## src/verilog/dmau_defines.svh

```systemverilog
`ifndef DMAU_DEFINES_SVH
`define DMAU_DEFINES_SVH

// =====================================================
// data space map of block-held registers
`define BANK_ADDR 12'hFE0
`define STATUS_ADDR 12'hFD8
`define WORK_ADDR 12'hFE8
`define PTR_LOW_BASE 12'hFE9
`define OPER_BASE 12'hFEB
`define PTR_STRIDE 12'h008
`define OPER_COUNT 12'h005
`define PTR_COUNT 3
`define ACCESS_SPLIT 8'h80
`define ACCESS_HIGH_BANK 4'hF
`define ACCESS_LOW_BANK 4'h0
`define IMPL_BANKS 16'h803F

// =====================================================
// status flag positions
`define FLAG_C 0
`define FLAG_DC 1
`define FLAG_Z 2
`define FLAG_OV 3
`define FLAG_N 4
`define FLAG_BITS 5
`define NULL_READ 8'h00

// =====================================================
// bus byte offsets
`define BUS_BANK 6'h00
`define BUS_STATUS 6'h04
`define BUS_WORK 6'h08
`define BUS_PTR_BASE 6'h0C
`define BUS_LAST 6'h24
`define RESET_PTR 12'h000
`define RESET_BANK 4'h0
`define RESET_WORK 8'h00
`endif

```

## src/verilog/dmau_pkg.sv

```systemverilog
package dmau_pkg;
	// access sequencing
	typedef enum logic [1:0] {
		ST_IDLE = 2'b00,
		ST_MEM = 2'b01,
		ST_DATA = 2'b10,
		ST_DONE = 2'b11
	} state_t;
	// pointer operand modes, by offset from operand base
	typedef enum logic [2:0] {
		MODE_PLUS_WORK = 3'b000,
		MODE_PRE_INC = 3'b001,
		MODE_POST_INC = 3'b010,
		MODE_POST_DEC = 3'b011,
		MODE_PLAIN = 3'b100
	} ptr_mode_t;
	// where a resolved address lands
	typedef enum logic [1:0] {
		TK_RAM = 2'b00,
		TK_REG = 2'b01,
		TK_VOID = 2'b10,
		TK_NULL = 2'b11
	} target_kind_t;
endpackage

```

## src/verilog/file_pointer_unit.sv

```systemverilog
`timescale 1ns/1ps
`default_nettype none
`include "dmau_defines.svh"
module file_pointer_unit (
	// clock and reset
	input wire logic sys_clk,
	input wire logic rst_b,
	// byte loads
	input wire logic load_low,
	input wire logic load_high,
	input wire logic [7:0] load_data,
	// stepping
	input wire logic step_up,
	input wire logic step_down,
	// pointer value
	output logic [11:0] ptr
);
	// =====================================================
	// pointer register
	// a load wins over a step in the same cycle
	always_ff @(posedge sys_clk) begin
		if (!rst_b) begin
			ptr <= `RESET_PTR;
		end else if (load_low || load_high) begin
			if (load_low) begin
				ptr[7:0] <= load_data;
			end
			if (load_high) begin
				ptr[11:8] <= load_data[3:0];
			end
		end else if (step_up) begin
			ptr <= ptr + 12'h001;
		end else if (step_down) begin
			ptr <= ptr - 12'h001;
		end
	end
endmodule // file_pointer_unit
`default_nettype wire

```

## src/verilog/data_memory_address_unit.sv

```systemverilog
`timescale 1ns/1ps
`default_nettype none
`include "dmau_defines.svh"
module data_memory_address_unit
	import dmau_pkg::*;
(
	// clock and reset
	input wire logic sys_clk,
	input wire logic rst_b,
	// core access request
	input wire logic req_valid,
	input wire logic req_move_file_to_file,
	input wire logic req_access,
	input wire logic [7:0] req_file,
	input wire logic [11:0] req_full_addr,
	input wire logic req_write,
	input wire logic [7:0] req_wdata,
	input wire logic [4:0] req_flag_mask,
	input wire logic [4:0] req_flag_val,
	output logic req_ready,
	// core response
	output logic rsp_valid,
	output logic [7:0] rsp_data,
	// data ram
	output logic [11:0] ram_addr,
	output logic ram_re,
	output logic ram_we,
	output logic [7:0] ram_wdata,
	input wire logic [7:0] ram_rdata,
	// register state seen by alu
	output logic [4:0] status_flags,
	output logic [7:0] working_register,
	// avalon register slave
	input wire logic [5:0] avs_address,
	input wire logic avs_read,
	input wire logic avs_write,
	input wire logic [31:0] avs_writedata,
	input wire logic [3:0] avs_byteenable,
	output logic [31:0] avs_readdata,
	output logic avs_waitrequest
);
	// =====================================================
	// declarations
	state_t state_r; // access sequencer
	target_kind_t kind; // class of resolved address
	target_kind_t kind_r; // class held for response
	ptr_mode_t mode; // operand mode decoded
	logic [3:0] bank_select_r; // low nibble only is kept
	logic [11:0] ptr_val [`PTR_COUNT]; // pointer values
	logic [2:0] load_low; // per-pointer low byte load
	logic [2:0] load_high; // per-pointer high byte load
	logic [2:0] step_up; // per-pointer increment
	logic [2:0] step_down; // per-pointer decrement
	logic [7:0] load_data; // shared load data
	logic [11:0] eff_addr; // operand address
	logic [11:0] tgt; // final data address
	logic [11:0] ptr_sel; // pointer picked by operand
	logic [11:0] last_tgt_r; // last resolved address
	logic [5:0] od; // operand decode of eff_addr
	logic [8:0] reg_hit; // block register read of tgt
	logic [7:0] hold_r; // read value for non-ram targets
	logic is_ind; // operand is a pointer location
	logic take; // request taken this edge
	logic bus_go; // bus request answered this edge
	logic bus_wr; // bus write with low lane
	logic core_reg_wr; // core write to block register
	logic [7:0] bus_rd; // bus read value

	// =====================================================
	// operand location decode
	// returns hit, pointer number and mode offset
	function automatic logic [5:0] oper_decode(input logic [11:0] a);
		logic [11:0] base;
		logic [11:0] diff;
		oper_decode = 6'h00;
		for (int i = 0; i < `PTR_COUNT; i++) begin
			base = `OPER_BASE - 12'(`PTR_STRIDE * i);
			diff = a - base;
			if (diff < `OPER_COUNT) begin
				oper_decode = {1'b1, 2'(i), diff[2:0]};
			end
		end
	endfunction

	// =====================================================
	// block register read at a data address
	// bit 8 flags a hit on a block register
	function automatic logic [8:0] reg_read(input logic [11:0] a);
		logic [11:0] low;
		reg_read = 9'h000;
		if (a == `BANK_ADDR) begin
			reg_read = {1'b1, 4'h0, bank_select_r};
		end
		if (a == `STATUS_ADDR) begin
			reg_read = {1'b1, 3'b000, status_flags};
		end
		if (a == `WORK_ADDR) begin
			reg_read = {1'b1, working_register};
		end
		for (int i = 0; i < `PTR_COUNT; i++) begin
			low = `PTR_LOW_BASE - 12'(`PTR_STRIDE * i);
			if (a == low) begin
				reg_read = {1'b1, ptr_val[i][7:0]};
			end
			if (a == low + 12'h001) begin
				reg_read = {1'b1, 4'h0, ptr_val[i][11:8]};
			end
		end
	endfunction

	// =====================================================
	// handshakes
	assign take = req_valid && req_ready;
	// core wins the cycle; the bus just waits one more
	assign bus_go = (avs_read || avs_write) && avs_waitrequest && !take;
	assign bus_wr = bus_go && avs_write && avs_byteenable[0];

	// =====================================================
	// address resolution
	always_comb begin
		// direct operand address
		if (req_move_file_to_file) begin
			eff_addr = req_full_addr;
		end else if (!req_access) begin
			if (req_file < `ACCESS_SPLIT) begin
				eff_addr = {`ACCESS_LOW_BANK, req_file};
			end else begin
				eff_addr = {`ACCESS_HIGH_BANK, req_file};
			end
		end else begin
			eff_addr = {bank_select_r, req_file};
		end
		od = oper_decode(eff_addr);
		is_ind = od[5];
		mode = ptr_mode_t'(od[2:0]);
		ptr_sel = ptr_val[od[4:3]];
		// indirect target by mode
		case (mode)
			MODE_PLUS_WORK: begin
				tgt = ptr_sel + {{4{working_register[7]}}, working_register};
			end
			MODE_PRE_INC: begin
				tgt = ptr_sel + 12'h001;
			end
			default: begin
				tgt = ptr_sel;
			end
		endcase
		if (!is_ind) begin
			tgt = eff_addr;
		end
		// classify the target
		reg_hit = reg_read(tgt);
		if (is_ind && oper_decode(tgt) >= 6'h20) begin // hit bit set
			kind = TK_NULL;
		end else if (reg_hit[8]) begin
			kind = TK_REG;
		end else if (((`IMPL_BANKS >> tgt[11:8]) & 16'h0001) == 16'h0000) begin
			kind = TK_VOID;
		end else begin
			kind = TK_RAM;
		end
	end

	// =====================================================
	// pointer control
	// stepping only follows operand mode, flags untouched
	always_comb begin
		core_reg_wr = take && req_write && (kind == TK_REG);
		load_data = take ? req_wdata : avs_writedata[7:0];
		for (int i = 0; i < `PTR_COUNT; i++) begin
			load_low[i] = (core_reg_wr && tgt == `PTR_LOW_BASE - 12'(`PTR_STRIDE * i))
				|| (bus_wr && avs_address == `BUS_PTR_BASE + 6'(8 * i));
			load_high[i] = (core_reg_wr
				&& tgt == `PTR_LOW_BASE - 12'(`PTR_STRIDE * i) + 12'h001)
				|| (bus_wr && avs_address == `BUS_PTR_BASE + 6'(8 * i + 4));
			step_up[i] = take && is_ind && (od[4:3] == 2'(i))
				&& (mode == MODE_POST_INC || mode == MODE_PRE_INC);
			step_down[i] = take && is_ind && (od[4:3] == 2'(i))
				&& (mode == MODE_POST_DEC);
		end
	end

	// =====================================================
	// three pointers
	genvar gi;
	generate
		for (gi = 0; gi < `PTR_COUNT; gi++) begin : g_ptr
			file_pointer_unit u_ptr (
				.sys_clk(sys_clk),
				.rst_b(rst_b),
				.load_low(load_low[gi]),
				.load_high(load_high[gi]),
				.load_data(load_data),
				.step_up(step_up[gi]),
				.step_down(step_down[gi]),
				.ptr(ptr_val[gi])
			);
		end
	endgenerate

	// =====================================================
	// bank select
	always_ff @(posedge sys_clk) begin
		if (!rst_b) begin
			bank_select_r <= `RESET_BANK;
		end else if (core_reg_wr && tgt == `BANK_ADDR) begin
			bank_select_r <= req_wdata[3:0];
		end else if (bus_wr && avs_address == `BUS_BANK) begin
			bank_select_r <= avs_writedata[3:0];
		end
	end

	// =====================================================
	// working register
	always_ff @(posedge sys_clk) begin
		if (!rst_b) begin
			working_register <= `RESET_WORK;
		end else if (core_reg_wr && tgt == `WORK_ADDR) begin
			working_register <= req_wdata;
		end else if (bus_wr && avs_address == `BUS_WORK) begin
			working_register <= avs_writedata[7:0];
		end
	end

	// =====================================================
	// status flags, left unreset on purpose
	// the alu hands carries as carry-out of adding the
	// complement, so a set carry means no borrow
	always_ff @(posedge sys_clk) begin
		if (take && !(kind == TK_NULL && req_write)) begin
			for (int i = 0; i < `FLAG_BITS; i++) begin
				if (req_flag_mask[i]) begin
					status_flags[i] <= req_flag_val[i];
				end else if (core_reg_wr && tgt == `STATUS_ADDR) begin
					status_flags[i] <= req_wdata[i];
				end
			end
			if (kind == TK_NULL) begin
				status_flags[`FLAG_Z] <= 1'b1;
			end
		end else if (bus_wr && avs_address == `BUS_STATUS) begin
			status_flags <= avs_writedata[4:0];
		end
	end

	// =====================================================
	// access sequencer
	always_ff @(posedge sys_clk) begin
		if (!rst_b) begin
			state_r <= ST_IDLE;
		end else begin
			case (state_r)
				ST_IDLE, ST_DONE: begin
					state_r <= take ? ST_MEM : ST_IDLE;
				end
				ST_MEM: begin
					state_r <= ST_DATA;
				end
				ST_DATA: begin
					state_r <= ST_DONE;
				end
				default: begin
					state_r <= ST_IDLE;
				end
			endcase
		end
	end

	// =====================================================
	// request ready: low from take to response
	always_ff @(posedge sys_clk) begin
		if (!rst_b) begin
			req_ready <= 1'b1;
		end else if (take) begin
			req_ready <= 1'b0;
		end else if (state_r == ST_DATA) begin
			req_ready <= 1'b1;
		end
	end

	// =====================================================
	// ram strobes, one cycle after take
	// absent or null targets never reach the ram
	always_ff @(posedge sys_clk) begin
		if (!rst_b) begin
			ram_addr <= 12'h000;
			ram_re <= 1'b0;
			ram_we <= 1'b0;
			ram_wdata <= 8'h00;
		end else if (take) begin
			ram_addr <= tgt;
			ram_re <= (kind == TK_RAM) && !req_write;
			ram_we <= (kind == TK_RAM) && req_write;
			ram_wdata <= req_wdata;
		end else begin
			ram_re <= 1'b0;
			ram_we <= 1'b0;
		end
	end

	// =====================================================
	// target bookkeeping
	always_ff @(posedge sys_clk) begin
		if (!rst_b) begin
			kind_r <= TK_RAM;
			hold_r <= 8'h00;
			last_tgt_r <= 12'h000;
		end else if (take) begin
			kind_r <= kind;
			last_tgt_r <= tgt;
			if (kind == TK_REG) begin
				hold_r <= reg_hit[7:0];
			end else begin
				hold_r <= `NULL_READ;
			end
		end
	end

	// =====================================================
	// response, three cycles after take
	always_ff @(posedge sys_clk) begin
		if (!rst_b) begin
			rsp_valid <= 1'b0;
			rsp_data <= 8'h00;
		end else if (state_r == ST_DATA) begin
			rsp_valid <= 1'b1;
			rsp_data <= (kind_r == TK_RAM) ? ram_rdata : hold_r;
		end else begin
			rsp_valid <= 1'b0;
		end
	end

	// =====================================================
	// bus read decode
	always_comb begin
		case (avs_address)
			`BUS_BANK: bus_rd = {4'h0, bank_select_r};
			`BUS_STATUS: bus_rd = {3'b000, status_flags};
			`BUS_WORK: bus_rd = working_register;
			6'h0C: bus_rd = ptr_val[0][7:0];
			6'h10: bus_rd = {4'h0, ptr_val[0][11:8]};
			6'h14: bus_rd = ptr_val[1][7:0];
			6'h18: bus_rd = {4'h0, ptr_val[1][11:8]};
			6'h1C: bus_rd = ptr_val[2][7:0];
			6'h20: bus_rd = {4'h0, ptr_val[2][11:8]};
			`BUS_LAST: bus_rd = last_tgt_r[7:0];
			default: bus_rd = 8'h00;
		endcase
	end

	// =====================================================
	// avalon answer, one cycle of wait minimum
	always_ff @(posedge sys_clk) begin
		if (!rst_b) begin
			avs_waitrequest <= 1'b1;
			avs_readdata <= 32'h0000_0000;
		end else if (bus_go) begin
			avs_waitrequest <= 1'b0;
			if (avs_address == `BUS_LAST) begin
				avs_readdata <= {20'h00000, last_tgt_r};
			end else begin
				avs_readdata <= {24'h000000, bus_rd};
			end
		end else begin
			avs_waitrequest <= 1'b1;
		end
	end
endmodule // data_memory_address_unit
`default_nettype wire

```

## config.mk

```make
export PLATFORM = sky130hd
export DESIGN_NAME = data_memory_address_unit
export DESIGN_NICKNAME = d
export VERILOG_FILES = /design/src/verilog/dmau_pkg.sv /design/src/verilog/file_pointer_unit.sv /design/src/verilog/data_memory_address_unit.sv
export VERILOG_INCLUDE_DIRS = /design/src /design/src/verilog
export SDC_FILE = /design/constraint.sdc
export NUM_CORES = 1
export LEC_CHECK = 0
export ABC_AREA = 1
export BUFFER_PORTS_ARGS = -buffer_cell sky130_fd_sc_hd__buf_2
export CORE_MARGIN = 2
export CORE_UTILIZATION = 40
export DETAILED_ROUTE_END_ITERATION = 8
export GPL_ROUTABILITY_DRIVEN = 0
export PLACE_DENSITY = 0.62
export SYNTH_ARGS = -nofsm -noshare
export SYNTH_HDL_FRONTEND = slang
export SYNTH_HIERARCHICAL = 1
export SYNTH_SLANG_ARGS = --single-unit
```

## constraint.sdc

```tcl
create_clock -name sys_clk -period 7.9 [get_ports sys_clk]
set_clock_uncertainty 0.1 [all_clocks]
set_input_delay 1.58 -clock sys_clk [delete_from_list [all_inputs] [get_ports sys_clk]]
set_output_delay 1.58 -clock sys_clk [all_outputs]
set_load 0.02 [all_outputs]
```

Word-level counts from Yosys, hierarchy flattened. Index checks and enable logic that the tools add are counted.

Register bits after elaboration: 130. Input port bits: 96. Output and inout bits: 78. Word-level logic and storage cells: 239.

Add/subtract/negate cells: 14. Magnitude comparators: 9. Equal/unequal tests: 39. Shift-type cells: 1. Muxes and demuxes: 69. Bitwise logic cells: 1. Reduce and logical (&&, ||, !) cells: 81.

Operator list (count): 12-bit two-way mux (16); 12-bit equality test (second input constant) (9); 9-bit two-way mux (9); 12-bit by 3-bit < comparator with 1-bit output (second input constant) (6); 8-bit one-hot mux with 9 select lines (1); 12-bit subtractor (second input constant) (6); 8-bit two-way mux (8); 12-bit by 1-bit adder with 12-bit output (second input constant) (4); 1-bit logical AND (40); 6-bit two-way mux (6); 12-bit by 1-bit subtractor with 12-bit output (second input constant) (3); 12-bit binary-select mux with 2-bit select (1); 6-bit by 5-bit equality test with 1-bit output (second input constant) (4); 12-bit one-hot mux with 2 select lines (1); 2-bit AND reduction (12); 4-bit two-way mux (5); 16-bit logical NOT (1); 1-bit two-way mux (16); 16-bit by 4-bit right shift with 1-bit output (first input constant) (1); 12-bit adder (1); 6-bit by 4-bit equality test with 1-bit output (second input constant) (2); 6-bit equality test (second input constant) (2); 2-bit by 1-bit != test with 1-bit output (second input constant) (6); 3-bit by 2-bit != test with 1-bit output (second input constant) (4); other kinds (21) (50).

Longest topological paths before layout.
Depth after elaboration: 35. Mapped depth: 57. Mapped depth without buffers: 56.

Cells and area by module. Netlist, hierarchy kept.

By module, submodules not included: data_memory_address_unit (times used 1, cells an instance 1336, area an instance 7759.9 sq um, sequential area each 1531.5 sq um); file_pointer_unit (times used 3, cells an instance 199, area an instance 1197.4 sq um, sequential area each 240.2 sq um).

Least setup slack after synthesis. No wires, ideal clock.

Kind: in2reg. From: input req_move_file_to_file. To: register g_ptr[2].u_ptr.ptr[1]. Setup time: 123 ps. Arrival time: 7095 ps. Data required time: 7677 ps. Path slack: 582 ps. Stages: 52. Path buffers: 1. Path through: buf_6 -> inv_6 -> nand2_1 -> nand2_1 -> ha_1 -> inv_1 -> nand3_1 -> inv_1 -> a21oi_1 -> nand3_1 -> nor2_2 -> nand2_2 -> nor2_8 -> nor2_8 -> nand2_4 -> nand3_2 -> nand2_1 -> inv_1 -> (+16 left out) -> nand2_1 -> nand2_1 -> nand2_1 -> nor2_4 -> nand2_2 -> nor2_4 -> inv_1 -> nand3_1 -> o21a_2 -> nand3_1 -> o22ai_1 -> inv_2 -> nand2_4 -> nor2_8 -> nor2_4 -> inv_2 -> o21ai_1 -> a31oi_1.

Cells in the longest elaborated chain, start to end: 31. Elaborated cells on any way between the ends: 74. Classes of those cells: add/sub (8); order compare (7); eq/ne (15); shift (1); mux (26); bitwise (1); reduce/logical (16).

Ends and longest elaborated chain: start: declaration (RTL line data_memory_address_unit.sv:12) `input wire logic req_move_file_to_file,`; 12-bit two-way mux (*) (RTL line data_memory_address_unit.sv:122) `if (req_move_file_to_file) begin`; branches (longest 25 deep; another with 12-bit subtractor); 1-bit logical AND (*) (RTL line data_memory_address_unit.sv:172) `` load_low[i] = (core_reg_wr && tgt == `PTR_LOW_BASE - 12'(`PTR_STRIDE * i)) ``; 1-bit logical OR (*) (RTL line data_memory_address_unit.sv:172); net load_low[2] (RTL line data_memory_address_unit.sv:50) `logic [2:0] load_low;`; 1-bit logical OR (RTL line file_pointer_unit.sv:24) `end else if (load_low || load_high) begin`; 2-bit by 1-bit != test with 1-bit output (no line) or 3-bit nonzero test (tied branches); 2-bit AND reduction (no line); end signal: assignment (RTL line file_pointer_unit.sv:23) `` ptr <= `RESET_PTR; ``; end signal: assignment (RTL line file_pointer_unit.sv:26) `ptr[7:0] <= load_data;`; end signal: assignment (RTL line file_pointer_unit.sv:32) `ptr <= ptr + 12'h001;`; end: declaration (RTL line file_pointer_unit.sv:16) `output logic [11:0] ptr`.

Mark *: on every way through the listed nets, which the timed path passes. The select of a mux whose other input is x is not followed. A chain may end at the register's enable or synchronous reset.

Worst setup path in the final report.
From: input req_move_file_to_file. To: register g_ptr[1].u_ptr.ptr[1].

Cells in the longest elaborated chain, start to end: 31. Elaborated cells on any way between the ends: 74. Classes of those cells: add/sub (8); order compare (7); eq/ne (15); shift (1); mux (26); bitwise (1); reduce/logical (16).

Ends and longest elaborated chain: 12-bit two-way mux (*) (RTL line data_memory_address_unit.sv:122); branches (longest 25 deep; another with 12-bit subtractor); 1-bit logical AND (*) (RTL line data_memory_address_unit.sv:174) `load_high[i] = (core_reg_wr`; 1-bit logical OR (*) (RTL line data_memory_address_unit.sv:174); net load_high[1] (RTL line data_memory_address_unit.sv:51) `logic [2:0] load_high;`; 1-bit logical OR (*) (RTL line file_pointer_unit.sv:24); 2-bit by 1-bit != test with 1-bit output (no line) or 3-bit nonzero test (tied branches); 2-bit AND reduction (no line); end signal: assignment (RTL line file_pointer_unit.sv:23); end signal: assignment (RTL line file_pointer_unit.sv:26); end signal: assignment (RTL line file_pointer_unit.sv:32); end: declaration (RTL line file_pointer_unit.sv:16).

Marked as above.

==> impl_metrics.toml <==
[status]
outcome = "completed"

[timing]
max_freq_ghz = 0.134
slew_viol_final = 0
post-route-min-period_ns = 7.47
fin_setup_tns_ns = 0
worst_pin_slew_ns = 1.07
slew_headroom_pct = 28.2
fin_crit_sh_pct = 94.5
setup_violations = 0
hold_viol = 0

[clock_network]
path_clk_slew_ns = 0.08
cts_max_path_buffers = 2
numCtsBuffers = 9
cts_hold_buf = 0
cts.sinks = 110
cts_tree = "yes"
worstSkewPairLatency_ns = 0.37
ctsRootBufferMaster = "clkbuf_16"
h-tree-depth = 3

[die]
ios = 174
die_h_microns = 172
core_sq_um = 27900
start_util_pct = 40.8
rows = 61
dieArea_sq_um = 29700
die_w_microns = 172

[global_routing]
grtUsageMet1_pct = 34.7
top_usage_layer = "met2"
track_usage_pct = 26.1
grtUsageMet3_pct = 3.75
met2_usage_pct = 41.8
antenna_found_initial = 2
overflow = 0
grt_pass1_wl_microns = 60800
grt_pass1_vias = 11540
grt_max_degree = 67

[min_path]
hold_path_class = "register to register"
min-delay-start = "ram_wdata[2]$_SDFFE_PN0P_"

[final_layout]
fin_nets = 2248
final-instance-count-excl-fill = 2485
layout.filler_cells = 3018
finalCoreUtilization_pct = 47.0
syn_to_final_growth_pct = 15.3
final_cell_area_sq_um = 13100
ff_latch_area_sq_um = 2250
multiInputGateArea_sq_um = 7880
drive_above_1_share_pct = 17.1

[placement]
dpl.cell_count = 2464
dpl-instance-area_sq_um = 12600
hpwl_microns = 32000
portBuffers = 126

[pwr]
power.density_nw_per_um2 = 120
p_int_mw = 0.987
power_switching_mw = 0.580
share_comb_of_total_power_pct = 27.8
peakVddDrop_mv = 0.145
static-leakage-power_nw = 6.95
p_sw_share_pct = 37.0
p_seq_share_pct = 39.6
clkPwrFrac_pct = 32.6

[worst_setup_path]
start_kind = "input pin"
crit_path_max_fanout = 15
cpMaxStageDelayCell = "o22ai_2"
r2r_start = "bank_select_r[0]$_SDFFE_PN0P_"
cp_data_required_time_ns = 8.06
crit_path_frequent_cell = "nand2_1"
critPathArrivalTime_ns = 7.63
slowest_delay_ns = 0.27
timing_worst_setup_path_type = "input pin to register"
crit_path_end_kind = "register"
critPathLaunch = "req_move_file_to_file"

[routing]
wire_per_inst_microns = 16.1
ant_nets = 0
via_per_inst = 5.28
wirelength_microns = 39900
drt-initial-drc-count = 1259
vias = 13110
drt_first_pass_iters = 8
drc = 0

[synthesis]
seq_area_frac_synth_pct = 19.8
syn_area_sq_um = 11400
synth_edf_count = 5
postSynthRegisterBits = 110
syn_area_per_cell_sq_um = 5.87
yosys_warnings = 6
synth_cell_types = 56
ys.flop_type = "dfxtp_1"
synth-async-reset-ratio_pct = 0
synthCells = 1933

[flow_run]
drv_cap = 0
cells in the final DEF, fill, tap and decap left out, types with 4 or more instances in the layout:
cell type	n
nand2_1	614
inv_1	242
nand3_1	204
a21oi_1	151
nor2_1	139
buf_2	126
dfxtp_1	105
buf_4	65
o21ai_0	61
ha_1	48
nand2_2	32
nand4_1	32
nor2_4	24
nor2_2	23
o21ai_1	20
conb_1	20
inv_2	19
o211ai_1	16
nand3_2	14
xor2_1	12
o22ai_1	12
nor3_1	10
a31oi_1	10
nand2_4	9
nand3b_1	9
clkbuf_16	9
nor2_8	6
o22ai_2	6
a21oi_2	5
edfxtp_1	5
clkinv_1	4
xnor2_1	4
a22oi_1	4
fa_1	4
layout make-up:
type,instances,share of cell area (%)
Antenna cell,2,0.0382
Multi-Input combinational cell,1519,60.2
Tap cell,378,3.61
Inverter,267,7.72
Clock inverter,7,0.746
Sequential cell,110,17.2
Clock buffer,9,1.72
Timing Repair Buffer,193,8.72
path summary, 6_finish.rpt:
| path | depth (start not counted) | slack (ns) | end |
|---|---|---|---|
| worst max-delay path | 48 | 0.43 | g_ptr[1].u_ptr/ptr[1]$_SDFFE_PN0P_ |
| worst min-delay path | 2 | 0.37 | ram_wdata[2]$_SDFFE_PN0P_ |
| worst max register to register | 47 | 1.60 | g_ptr[1].u_ptr/ptr[1]$_SDFFE_PN0P_ |
| worst min register to register | 2 | 0.37 | ram_wdata[2]$_SDFFE_PN0P_ |
kinds of logic (layout without fill, tap and decap cells):
kind of cell / count (synthesis) / in the layout / share of synthesized area [%]
flip-flops: 110 / 110 / 19.8
AO/OA/AOI/OAI: 303 / 303 / 14.7
other: 1 / 22 / 0.0330
buffers and inverters: 323 / 476 / 12.2
adder cells (fa/ha/maj): 52 / 52 / 6.00
AND/OR/NAND/NOR: 1128 / 1128 / 46.0
XOR/XNOR: 16 / 16 / 1.23
critical path, delay by kind of cell:
kind,cells,cell delay (ns)
adder cells (fa/ha/maj),2,0.48
buffers and inverters,11,1.36
AO/OA/AOI/OAI,5,0.64
XOR/XNOR,1,0.14
AND/OR/NAND/NOR,29,3.37
synthesized netlist by cell type (4+ instances only):
cell | instances | share of area (%)
clkbuf_1 | 16 | 0.53
ha_1 | 48 | 5.3
o211ai_1 | 16 | 1.1
dfxtp_1 | 105 | 19
nor2_4 | 24 | 2.4
buf_6 | 7 | 0.69
nand2_1 | 617 | 20
nand3_1 | 206 | 9.1
nor2_8 | 6 | 1.1
clkinv_1 | 4 | 0.13
xor2_1 | 12 | 0.93
nor3_1 | 10 | 0.44
a21oi_1 | 154 | 6.8
inv_2 | 19 | 0.63
nand4_1 | 32 | 1.8
nand3_2 | 13 | 1.1
fa_1 | 4 | 0.71
nor2_2 | 19 | 1.0
a31oi_1 | 10 | 0.55
nor2_1 | 143 | 4.7
buf_4 | 24 | 1.6
xnor2_1 | 4 | 0.31
inv_1 | 242 | 8.0
nand2_2 | 29 | 1.6
buf_2 | 6 | 0.26
a22oi_1 | 4 | 0.26
edfxtp_1 | 5 | 1.3
nand2_4 | 9 | 0.89
o22ai_1 | 18 | 0.99
o21ai_0 | 61 | 2.7
o21ai_1 | 20 | 0.88
nand3b_1 | 9 | 0.60
sequential cells by signal (all words and copies together), names as in the netlist, 4 cells and up:
register          flops
status_flags          5
avs_readdata         12
ram_wdata             8
bank_select_r         4
last_tgt_r           12
g_ptr.u_ptr/ptr      36
working_register      8
rsp_data              8
hold_r                8
power groups by stage:
stage | combinational (mW) | clock [mW] | sequential [mW]
finish | 0.436 | 0.510 | 0.621
floorplan | 0.258 | 0 | 0.665
global route | 0.480 | 0.533 | 0.624
global placement | 0.424 | 0 | 0.632
detailed placement | 0.428 | 0 | 0.633
CTS | 0.430 | 0.516 | 0.620
through the flow:
stage,hold WS [ns],worst slack (ns),power [mW]
after floorplan,0.345,0.582,0.923
after global placement,0.351,-0.0545,1.06
after detailed placement,0.353,-0.175,1.06
after CTS,0.366,0.172,1.57
after global routing,0.385,-0.0206,1.64
final,0.366,0.433,1.57
metal layers:
layer | up-vias | part of all wire (%)
met3 | 108 | 7.0
li1 | 6584 | -
met5 | - | 0
met2 | 492 | 45
met1 | 5926 | 43
met4 | 0 | 4.5
what timing repair did:
action	CTS	global route
endpoints found under the setup margin	0	46
resized for setup	0	22
setup buffers	0	3
Note: power is estimated with default switching activity, not from simulation.
